===== src/logic/sfc_pkg.sv =====
package sfc_pkg;

    ////////////////////////////////////////////////////////////////////////
    // Register indices, byte address is four times the index
    localparam logic [9:0] IDX_SLOT_CFG   = 10'h011;
    localparam logic [9:0] IDX_EXT_SYNC   = 10'h038;
    localparam logic [9:0] IDX_CLK_CTRL   = 10'h04B;
    localparam logic [9:0] IDX_STATUS     = 10'h050;

    ////////////////////////////////////////////////////////////////////////
    // Slot configuration field positions
    localparam int SLOT_A_EN_BIT   = 0;
    localparam int SLOT_A_FMT_LSB  = 2;
    localparam int SLOT_B_EN_BIT   = 5;
    localparam int SLOT_B_FMT_LSB  = 6;
    localparam int FMT_W           = 3;

    // Sample clock control field positions
    localparam int OSC_BYP_BIT     = 8;
    localparam int CLK_RSV_LSB     = 9;
    localparam int CLK_RSV_W       = 7;
    localparam logic [6:0] CLK_RSV_RESET = 7'h13;

    // Status register bit positions
    localparam int ST_B_ALLOWED    = 0;
    localparam int ST_A_RSVD       = 1;
    localparam int ST_B_RSVD       = 2;
    localparam int ST_A_STORE      = 3;
    localparam int ST_B_STORE      = 4;

    ////////////////////////////////////////////////////////////////////////
    // Reset values
    localparam logic [2:0]  FMT_RESET      = 3'h0;
    localparam logic [15:0] EXT_SYNC_RESET = 16'h0000;

    ////////////////////////////////////////////////////////////////////////
    // FIFO data formats
    localparam logic [2:0] FMT_NONE   = 3'h0;
    localparam logic [2:0] FMT_SUM16  = 3'h1;
    localparam logic [2:0] FMT_SUM32  = 3'h2;
    localparam logic [2:0] FMT_CH16   = 3'h4;
    localparam logic [2:0] FMT_CH32   = 3'h6;

    // FIFO words of 16 bits per sample for each format
    localparam logic [3:0] WORDS_NONE  = 4'h0;
    localparam logic [3:0] WORDS_SUM16 = 4'h1;
    localparam logic [3:0] WORDS_SUM32 = 4'h2;
    localparam logic [3:0] WORDS_CH16  = 4'h4;
    localparam logic [3:0] WORDS_CH32  = 4'h8;

    ////////////////////////////////////////////////////////////////////////
    // AHB-Lite encodings
    localparam logic [1:0] HTRANS_NONSEQ = 2'h2;
    localparam logic [2:0] HSIZE_WORD    = 3'h2;

    // Read data phase states
    typedef enum logic [1:0] {
        SFC_RD_IDLE = 2'b01,
        SFC_RD_WAIT = 2'b10
    } sfc_rd_state_t;

endpackage : sfc_pkg


===== src/logic/sfc_fmt_decode.sv =====
`timescale 1ns/1ns
// Decodes one slot's FIFO format code into store control
module sfc_fmt_decode (
    // Format code
    input  wire logic [2:0] fmt_code,
    // Decoded format
    output logic            stores_data,
    output logic            per_channel,
    output logic            wide_32,
    output logic            reserved_code,
    output logic [3:0]      word_count
);

    // Reserved codes store nothing
    always_comb
    begin
        stores_data   = 1'b1;
        per_channel   = 1'b0;
        wide_32       = 1'b0;
        reserved_code = 1'b0;
        word_count    = sfc_pkg::WORDS_NONE;
        case (fmt_code)
            sfc_pkg::FMT_NONE:
            begin
                stores_data = 1'b0;
            end
            sfc_pkg::FMT_SUM16:
            begin
                word_count = sfc_pkg::WORDS_SUM16;
            end
            sfc_pkg::FMT_SUM32:
            begin
                wide_32    = 1'b1;
                word_count = sfc_pkg::WORDS_SUM32;
            end
            sfc_pkg::FMT_CH16:
            begin
                per_channel = 1'b1;
                word_count  = sfc_pkg::WORDS_CH16;
            end
            sfc_pkg::FMT_CH32:
            begin
                per_channel = 1'b1;
                wide_32     = 1'b1;
                word_count  = sfc_pkg::WORDS_CH32;
            end
            default:
            begin
                stores_data   = 1'b0;
                reserved_code = 1'b1;
            end
        endcase
    end

endmodule : sfc_fmt_decode


===== src/logic/sfc_slot_config.sv =====
`timescale 1ns/1ns
// What this block does
// - Slot B code 6 stores four 32-bit extended samples; others reserved.
// - Slot B code 0 none, 1/2 sum of 16/32 bits, 4 four 16-bit.
// - Slot B stored only with equal averaging, or slot A format none.
// - Bit 5 of slot configuration enables slot B, reset zero.
// - Slot A code 0 none, code 1 16-bit sum, code 2 32-bit sum.
// - Slot A code 4 four 16-bit, code 6 four 32-bit; others reserved.
// - Bit 0 of slot configuration enables slot A, reset zero.
// - Bit 8 of sample clock control bypasses oscillator, reset zero.
module sfc_slot_config #(
    parameter int AVG_W = 3
) (
    // Clock and reset
    input  wire logic             hclk,
    input  wire logic             hresetn,
    // AHB-Lite slave
    input  wire logic             hsel,
    input  wire logic [31:0]      haddr,
    input  wire logic [1:0]       htrans,
    input  wire logic             hwrite,
    input  wire logic [2:0]       hsize,
    input  wire logic [31:0]      hwdata,
    input  wire logic             hready,
    output logic [31:0]           hrdata,
    output logic                  hreadyout,
    output logic                  hresp,
    // Averaging factors of both slots
    input  wire logic [AVG_W-1:0] first_slot_average,
    input  wire logic [AVG_W-1:0] second_slot_average,
    // Slot configuration
    output logic                  first_slot_enable,
    output logic                  second_slot_enable,
    output logic [2:0]            first_slot_fifo_format,
    output logic [2:0]            second_slot_fifo_format,
    output logic [15:0]           external_sync_startup_word,
    output logic                  sample_oscillator_bypass,
    // FIFO store control
    output logic                  first_slot_fifo_store,
    output logic                  second_slot_fifo_store,
    output logic [3:0]            first_slot_fifo_words,
    output logic [3:0]            second_slot_fifo_words,
    output logic                  first_slot_wide_32,
    output logic                  second_slot_wide_32,
    output logic                  first_slot_per_channel,
    output logic                  second_slot_per_channel
);

    ////////////////////////////////////////////////////////////////////////
    // Register state
    logic                      a_en_q;
    logic                      b_en_q;
    logic [2:0]                a_fmt_q;
    logic [2:0]                b_fmt_q;
    logic [15:0]               sync_q;
    logic                      byp_q;
    logic [6:0]                clk_rsv_q;

    // Bus pipeline
    logic                      wr_pend_q;
    logic                      rd_pend_q;
    logic [9:0]                idx_q;
    logic [31:0]               hrdata_q;
    sfc_pkg::sfc_rd_state_t    rd_state_q;

    // Decoded formats
    logic                      a_stores;
    logic                      b_stores;
    logic                      a_rsvd;
    logic                      b_rsvd;
    logic                      a_wide;
    logic                      b_wide;
    logic                      a_chan;
    logic                      b_chan;
    logic [3:0]                a_words;
    logic [3:0]                b_words;
    logic                      b_allowed;
    logic                      a_store_q;
    logic                      b_store_q;
    logic [3:0]                a_words_q;
    logic [3:0]                b_words_q;
    logic                      a_wide_q;
    logic                      b_wide_q;
    logic                      a_chan_q;
    logic                      b_chan_q;

    logic                      addr_phase;
    logic [31:0]               rd_word;

    ////////////////////////////////////////////////////////////////////////
    // Address phase qualifier, whole-word transfers only
    assign addr_phase = hsel && hready && (htrans == sfc_pkg::HTRANS_NONSEQ)
                        && (hsize == sfc_pkg::HSIZE_WORD);

    // Capture address phase
    always_ff @(posedge hclk or negedge hresetn)
    begin
        if (!hresetn)
        begin
            wr_pend_q <= 1'b0;
            rd_pend_q <= 1'b0;
            idx_q     <= 10'h000;
        end
        else if (hready)
        begin
            wr_pend_q <= addr_phase && hwrite;
            rd_pend_q <= addr_phase && !hwrite;
            idx_q     <= haddr[11:2];
        end
    end

    // Read phase: one wait state so a preceding write is seen
    always_ff @(posedge hclk or negedge hresetn)
    begin
        if (!hresetn)
        begin
            rd_state_q <= sfc_pkg::SFC_RD_IDLE;
            hrdata_q   <= 32'h0000_0000;
        end
        else
        begin
            case (rd_state_q)
                sfc_pkg::SFC_RD_IDLE:
                begin
                    if (rd_pend_q)
                    begin
                        rd_state_q <= sfc_pkg::SFC_RD_WAIT;
                        hrdata_q   <= rd_word;
                    end
                end
                sfc_pkg::SFC_RD_WAIT:
                begin
                    rd_state_q <= sfc_pkg::SFC_RD_IDLE;
                end
                default:
                begin
                    rd_state_q <= sfc_pkg::SFC_RD_IDLE;
                end
            endcase
        end
    end

    // Stall only the first cycle of a read data phase
    assign hreadyout = !(rd_pend_q && (rd_state_q == sfc_pkg::SFC_RD_IDLE));
    assign hresp     = 1'b0;
    assign hrdata    = hrdata_q;

    ////////////////////////////////////////////////////////////////////////
    // Read mux, unmapped and unused bits read zero; clock control reserved bits read back their stored value
    always_comb
    begin
        rd_word = 32'h0000_0000;
        if (idx_q == sfc_pkg::IDX_SLOT_CFG)
        begin
            rd_word[sfc_pkg::SLOT_A_EN_BIT] = a_en_q;
            rd_word[sfc_pkg::SLOT_B_EN_BIT] = b_en_q;
            rd_word[sfc_pkg::SLOT_A_FMT_LSB +: sfc_pkg::FMT_W] = a_fmt_q;
            rd_word[sfc_pkg::SLOT_B_FMT_LSB +: sfc_pkg::FMT_W] = b_fmt_q;
        end
        else if (idx_q == sfc_pkg::IDX_EXT_SYNC)
        begin
            rd_word[15:0] = sync_q;
        end
        else if (idx_q == sfc_pkg::IDX_CLK_CTRL)
        begin
            rd_word[sfc_pkg::OSC_BYP_BIT] = byp_q;
            rd_word[sfc_pkg::CLK_RSV_LSB +: sfc_pkg::CLK_RSV_W] = clk_rsv_q;
        end
        else if (idx_q == sfc_pkg::IDX_STATUS)
        begin
            rd_word[sfc_pkg::ST_B_ALLOWED] = b_allowed;
            rd_word[sfc_pkg::ST_A_RSVD]    = a_rsvd;
            rd_word[sfc_pkg::ST_B_RSVD]    = b_rsvd;
            rd_word[sfc_pkg::ST_A_STORE]   = a_store_q;
            rd_word[sfc_pkg::ST_B_STORE]   = b_store_q;
        end
    end

    ////////////////////////////////////////////////////////////////////////
    // Slot configuration register
    always_ff @(posedge hclk or negedge hresetn)
    begin
        if (!hresetn)
        begin
            a_en_q  <= 1'b0;
            b_en_q  <= 1'b0;
            a_fmt_q <= sfc_pkg::FMT_RESET;
            b_fmt_q <= sfc_pkg::FMT_RESET;
        end
        else if (wr_pend_q && (idx_q == sfc_pkg::IDX_SLOT_CFG))
        begin
            a_en_q  <= hwdata[sfc_pkg::SLOT_A_EN_BIT];
            b_en_q  <= hwdata[sfc_pkg::SLOT_B_EN_BIT];
            a_fmt_q <= hwdata[sfc_pkg::SLOT_A_FMT_LSB +: sfc_pkg::FMT_W];
            b_fmt_q <= hwdata[sfc_pkg::SLOT_B_FMT_LSB +: sfc_pkg::FMT_W];
        end
    end

    // External-sync startup word, value is software's duty
    always_ff @(posedge hclk or negedge hresetn)
    begin
        if (!hresetn)
        begin
            sync_q <= sfc_pkg::EXT_SYNC_RESET;
        end
        else if (wr_pend_q && (idx_q == sfc_pkg::IDX_EXT_SYNC))
        begin
            sync_q <= hwdata[15:0];
        end
    end

    // Sample clock control
    always_ff @(posedge hclk or negedge hresetn)
    begin
        if (!hresetn)
        begin
            byp_q     <= 1'b0;
            clk_rsv_q <= sfc_pkg::CLK_RSV_RESET;
        end
        else if (wr_pend_q && (idx_q == sfc_pkg::IDX_CLK_CTRL))
        begin
            byp_q     <= hwdata[sfc_pkg::OSC_BYP_BIT];
            clk_rsv_q <= hwdata[sfc_pkg::CLK_RSV_LSB +: sfc_pkg::CLK_RSV_W];
        end
    end

    ////////////////////////////////////////////////////////////////////////
    // Format decoders for both slots
    sfc_fmt_decode u_dec_a (
        .fmt_code      (a_fmt_q),
        .stores_data   (a_stores),
        .per_channel   (a_chan),
        .wide_32       (a_wide),
        .reserved_code (a_rsvd),
        .word_count    (a_words)
    );

    sfc_fmt_decode u_dec_b (
        .fmt_code      (b_fmt_q),
        .stores_data   (b_stores),
        .per_channel   (b_chan),
        .wide_32       (b_wide),
        .reserved_code (b_rsvd),
        .word_count    (b_words)
    );

    // Slot B admission: same averaging or slot A format none
    assign b_allowed = (first_slot_average == second_slot_average)
                       || (a_fmt_q == sfc_pkg::FMT_NONE);

    // Registered FIFO store control
    always_ff @(posedge hclk or negedge hresetn)
    begin
        if (!hresetn)
        begin
            a_store_q <= 1'b0;
            b_store_q <= 1'b0;
            a_words_q <= sfc_pkg::WORDS_NONE;
            b_words_q <= sfc_pkg::WORDS_NONE;
            a_wide_q  <= 1'b0;
            b_wide_q  <= 1'b0;
            a_chan_q  <= 1'b0;
            b_chan_q  <= 1'b0;
        end
        else
        begin
            a_store_q <= a_en_q && a_stores;
            b_store_q <= b_en_q && b_stores && b_allowed;
            a_words_q <= (a_en_q && a_stores) ? a_words : sfc_pkg::WORDS_NONE;
            b_words_q <= (b_en_q && b_stores && b_allowed) ?
                         b_words : sfc_pkg::WORDS_NONE;
            a_wide_q  <= a_wide;
            b_wide_q  <= b_wide;
            a_chan_q  <= a_chan;
            b_chan_q  <= b_chan;
        end
    end

    ////////////////////////////////////////////////////////////////////////
    // Outputs
    assign first_slot_enable          = a_en_q;
    assign second_slot_enable         = b_en_q;
    assign first_slot_fifo_format     = a_fmt_q;
    assign second_slot_fifo_format    = b_fmt_q;
    assign external_sync_startup_word = sync_q;
    assign sample_oscillator_bypass   = byp_q;
    assign first_slot_fifo_store      = a_store_q;
    assign second_slot_fifo_store     = b_store_q;
    assign first_slot_fifo_words      = a_words_q;
    assign second_slot_fifo_words     = b_words_q;
    assign first_slot_wide_32         = a_wide_q;
    assign second_slot_wide_32        = b_wide_q;
    assign first_slot_per_channel     = a_chan_q;
    assign second_slot_per_channel    = b_chan_q;

endmodule : sfc_slot_config


===== config.mk =====
export PLATFORM = sky130hd
export DESIGN_NAME = sfc_slot_config
export DESIGN_NICKNAME = d
export VERILOG_FILES = /design/src/logic/sfc_pkg.sv /design/src/logic/sfc_fmt_decode.sv /design/src/logic/sfc_slot_config.sv
export SDC_FILE = /design/constraint.sdc
export NUM_CORES = 1
export LEC_CHECK = 0
export BUFFER_PORTS_ARGS = -buffer_cell sky130_fd_sc_hd__buf_2
export CAP_MARGIN = 20
export CORE_ASPECT_RATIO = 1.4
export CORE_MARGIN = 10
export CORE_UTILIZATION = 40
export DETAILED_ROUTE_END_ITERATION = 8
export MAX_ROUTING_LAYER = met4
export PLACE_DENSITY_LB_ADDON = 0.25
export SETUP_SLACK_MARGIN = 0.05
export SLEW_MARGIN = 20
export SYNTH_ARGS = -nofsm -noshare
export SYNTH_HDL_FRONTEND = slang
export SYNTH_SLANG_ARGS = --single-unit

===== constraint.sdc =====
create_clock -name hclk -period 3.2 [get_ports hclk]
set_clock_uncertainty 0.15 [all_clocks]
set_input_delay 0.8 -clock hclk [delete_from_list [all_inputs] [get_ports hclk]]
set_output_delay 0.8 -clock hclk [all_outputs]
set_load 0.005 [all_outputs]

==> results.py <==
metrics = {
    "run_status": {
        "status": "complete, no violations",
    },
    "final_layout": {
        "area.growth.synth_to_final_pct": 24.2,
        "num-nets-final": 439,
        "layout.area.seq_um2": 1910,
        "n_fill_cell": 755,
        "multi_input_area_um2": 1250,
        "antenna_cells": 0,
        "drive_gt1_share_pct": 44.8,
        "fin_area_um2": 4070,
    },
    "floorplanning": {
        "start_util_pct": 40.5,
        "die_y_um": 127,
        "die_x_um": 96.5,
        "rows": 39,
        "num_io_pins": 153,
        "core_area_um2": 8100,
        "die-area_um2": 12300,
    },
    "clock_network": {
        "clk_latency_ps": 330,
        "clkTransAtPathRegs_ps": 50,
        "cts_buffers": 9,
        "cts-resized-gates": 0,
        "clock_path_buffers": 2,
        "cts_tree": "yes",
        "root_buffer": "clkbuf_16",
        "cts_setup_buffers": 0,
        "htreeDepth": 3,
        "clock-sinks": 76,
        "holdBufCountCts": 0,
    },
    "timing": {
        "rsz0062_at_grt": "no",
        "fin_crit_sh_pct": 83.0,
        "slew_viol_final": 0,
        "setup_viol": 0,
        "fin_setup_tns_ps": 0,
        "relSlewSlack_pct": 38.1,
        "period_minus_slack_ps": 2650,
        "max_freq_mhz": 377,
        "whs_ps": 318,
        "fin_ws_ps": 545,
        "tightest_slew_ps": 928,
        "hold_viol": 0,
    },
    "run": {
        "maxCapViolCount": 0,
    },
    "worst_setup_path": {
        "worstPathCellList": "and3b_1, clkinv_1, buf_2",
        "end_kind": "output pin",
        "cp-start-kind": "flip-flop",
        "crit_arrival_ps": 1700,
        "slowest_delay_ps": 510,
        "crit_family": "flip-flops",
        "slowest_stage": "dfstp_2",
        "path_class": "reg -> out",
        "crit_fanout": 12,
        "path_buf_inv": 2,
        "cp_data_required_time_ps": 2250,
    },
    "routing": {
        "firstDrtPassIters": 5,
        "vias_per_cell": 4.91,
        "drt_iter0_markers": 64,
        "postRouteAntennaNets": 0,
        "wl_per_cell_um": 17.5,
        "route.detailed.drc": 0,
        "wl_um": 8140,
        "route.vias.total": 2286,
    },
    "synthesis": {
        "synth_edf_count": 0,
        "synth_compound_area_share_pct": 7.14,
        "synth_area_um2": 3280,
        "synth-main-ff-cell": "dfrtp_1",
        "synth_xor_area_share_pct": 1.07,
        "yosysSeqAreaShare_pct": 58.2,
        "synth_seq_cells": 76,
        "syn_area_per_cell_um2": 12.8,
        "synthCells": 257,
        "ys_types": 43,
        "synthAdderAreaFrac_pct": 0,
        "synthArstFlopShare_pct": 100,
        "synthSimpleGateAreaFrac_pct": 12.3,
        "yosys-mux-area-fraction_pct": 15.6,
        "synth_top_family_by_area": "multiplexers",
        "yosysWarnings": 0,
    },
    "pwr": {
        "max-vdd-ir-drop_mv": 0.286,
        "sw_frac_of_total_pct": 23.2,
        "pwr-share-seq_pct": 49.2,
        "power_frac_comb_pct": 8.9,
        "p_leak_nw": 1.98,
        "pwr-share-clk_pct": 41.9,
        "pwr_density_cell_nw_per_um2": 533,
        "p_int_w": 0.00167,
        "p_sw_w": 0.000503,
        "total_power_w": 0.00217,
    },
    "global_routing": {
        "antenna_found_initial": 0,
        "grt_max_degree": 77,
        "grt_use_total_pct": 13.8,
        "overflow": 0,
        "grt_pass1_wl_um": 12700,
        "grt_pass1_vias": 2458,
    },
    "placed_design": {
        "dp_hpwl_um": 5990,
        "place_congestion": 0.759,
        "numPortBuffers": 97,
        "dp_slack_ps": 873,
        "place_area_um2": 3810,
    },
    "min_path": {
        "hp-class": "reg -> reg",
    },
}
## cells in the final DEF, fill, tap and decap left out, types with 2 or more instances in the layout
cell type	instances
a22oi_1	10
a31oi_1	5
and3_1	2
buf_2	96
buf_4	4
clkbuf_1	4
clkbuf_16	9
clkinv_2	2
conb_1	17
dfrtp_1	72
dfstp_2	4
inv_1	3
mux2_2	32
mux2_4	10
nand2_1	24
nand2b_1	3
nand3b_1	2
nor2_1	14
nor2b_1	4
nor3_1	3
nor3b_1	3
nor4_1	2
nor4_4	2
o21ai_0	11
o2bb2ai_1	3
or4b_1	2
xnor2_1	3
## stage by stage
stage | cells | util [%]
floorplan | 273 | -
global placement | 450 | 47.0
detailed placement | 450 | 47.0
CTS | 466 | 50.3
global route | 466 | 50.3
finish | 466 | 50.3
## sequential cells by signal, summed over array words and instances (netlist names)
signal                      count
second_slot_fifo_format         3
first_slot_wide_32              1
first_slot_per_channel          1
idx_q                          10
second_slot_fifo_store          1
first_slot_fifo_words           4
clk_rsv_q                       7
rd_state_q                      2
sample_oscillator_bypass        1
second_slot_enable              1
rd_pend_q                       1
external_sync_startup_word     16
second_slot_fifo_words          4
first_slot_enable               1
second_slot_per_channel         1
first_slot_fifo_store           1
second_slot_wide_32             1
first_slot_fifo_format          3
wr_pend_q                       1
hrdata                         16
## cell usage after synthesis, drive strengths merged, types with 3 or more instances
master	instances	area, um^2
dfrtp	72	1800
mux2	42	510
nand2	26	108
buf	20	149
nor2	14	52.6
o21ai	11	55.1
a22oi	10	75.1
a31oi	5	31.3
clkbuf	5	18.8
dfstp	4	105
nor2b	4	25.0
nor4	4	55.1
inv	3	11.3
nand2b	3	18.8
nor3	3	15.0
nor3b	3	22.5
o2bb2ai	3	26.3
xnor2	3	26.3
## metal layers
metal	global-route usage (%)	wire [um]	up-vias
met2	22.8	4220	78
met3	4.10	683	7
met1	14.8	3130	1115
li1	-	-	1086
met4	6.17	116	0
met5	-	0	-
## tightest hold or removal path, stage by stage (launching register included)
cell and delay [ps]:
dfrtp_1 330, nand2_1 40, o21ai_0 60
## worst paths after layout
path,slack [ps],to,start,depth (start not counted)
min,320,hrdata[1],hrdata[1],2
max reg2reg,960,clk_rsv_q[5],idx_q[5],4
max,550,hreadyout,rd_state_q[0],3
min reg2reg,320,hrdata[1],hrdata[1],2
min in group asynchronous,450,external_sync_startup_word[2],hresetn,1
max in group asynchronous,1840,hrdata[13],hresetn,1
## kinds of logic (layout without fill, tap and decap cells)
group | Yosys count | count (layout)
other cells | 1 | 17
flops | 76 | 76
xor+xnor | 4 | 4
compound gates | 35 | 35
simple gates | 70 | 70
buf+inv | 29 | 120
mux | 42 | 42
## cell type report
type / instances / area share [%]
Sequential cell: 76 / 46.8
Multi-Input combinational cell: 168 / 30.6
Timing Repair Buffer: 100 / 12.5
Clock buffer: 14 / 6.24
Tap cell: 102 / 3.13
Inverter: 4 / 0.369
Clock inverter: 2 / 0.246
## power by group through the flow
stage	combinational [W]	sequential (W)	clock (W)
global placement	0.000193	0.00108	0
detailed placement	0.000198	0.00108	0
global route	0.000219	0.00108	0.000974
floorplan	0.000103	0.00108	0
CTS	0.000198	0.00107	0.000926
finish	0.000193	0.00107	0.000908
Note: power is estimated with default switching activity, not from simulation.
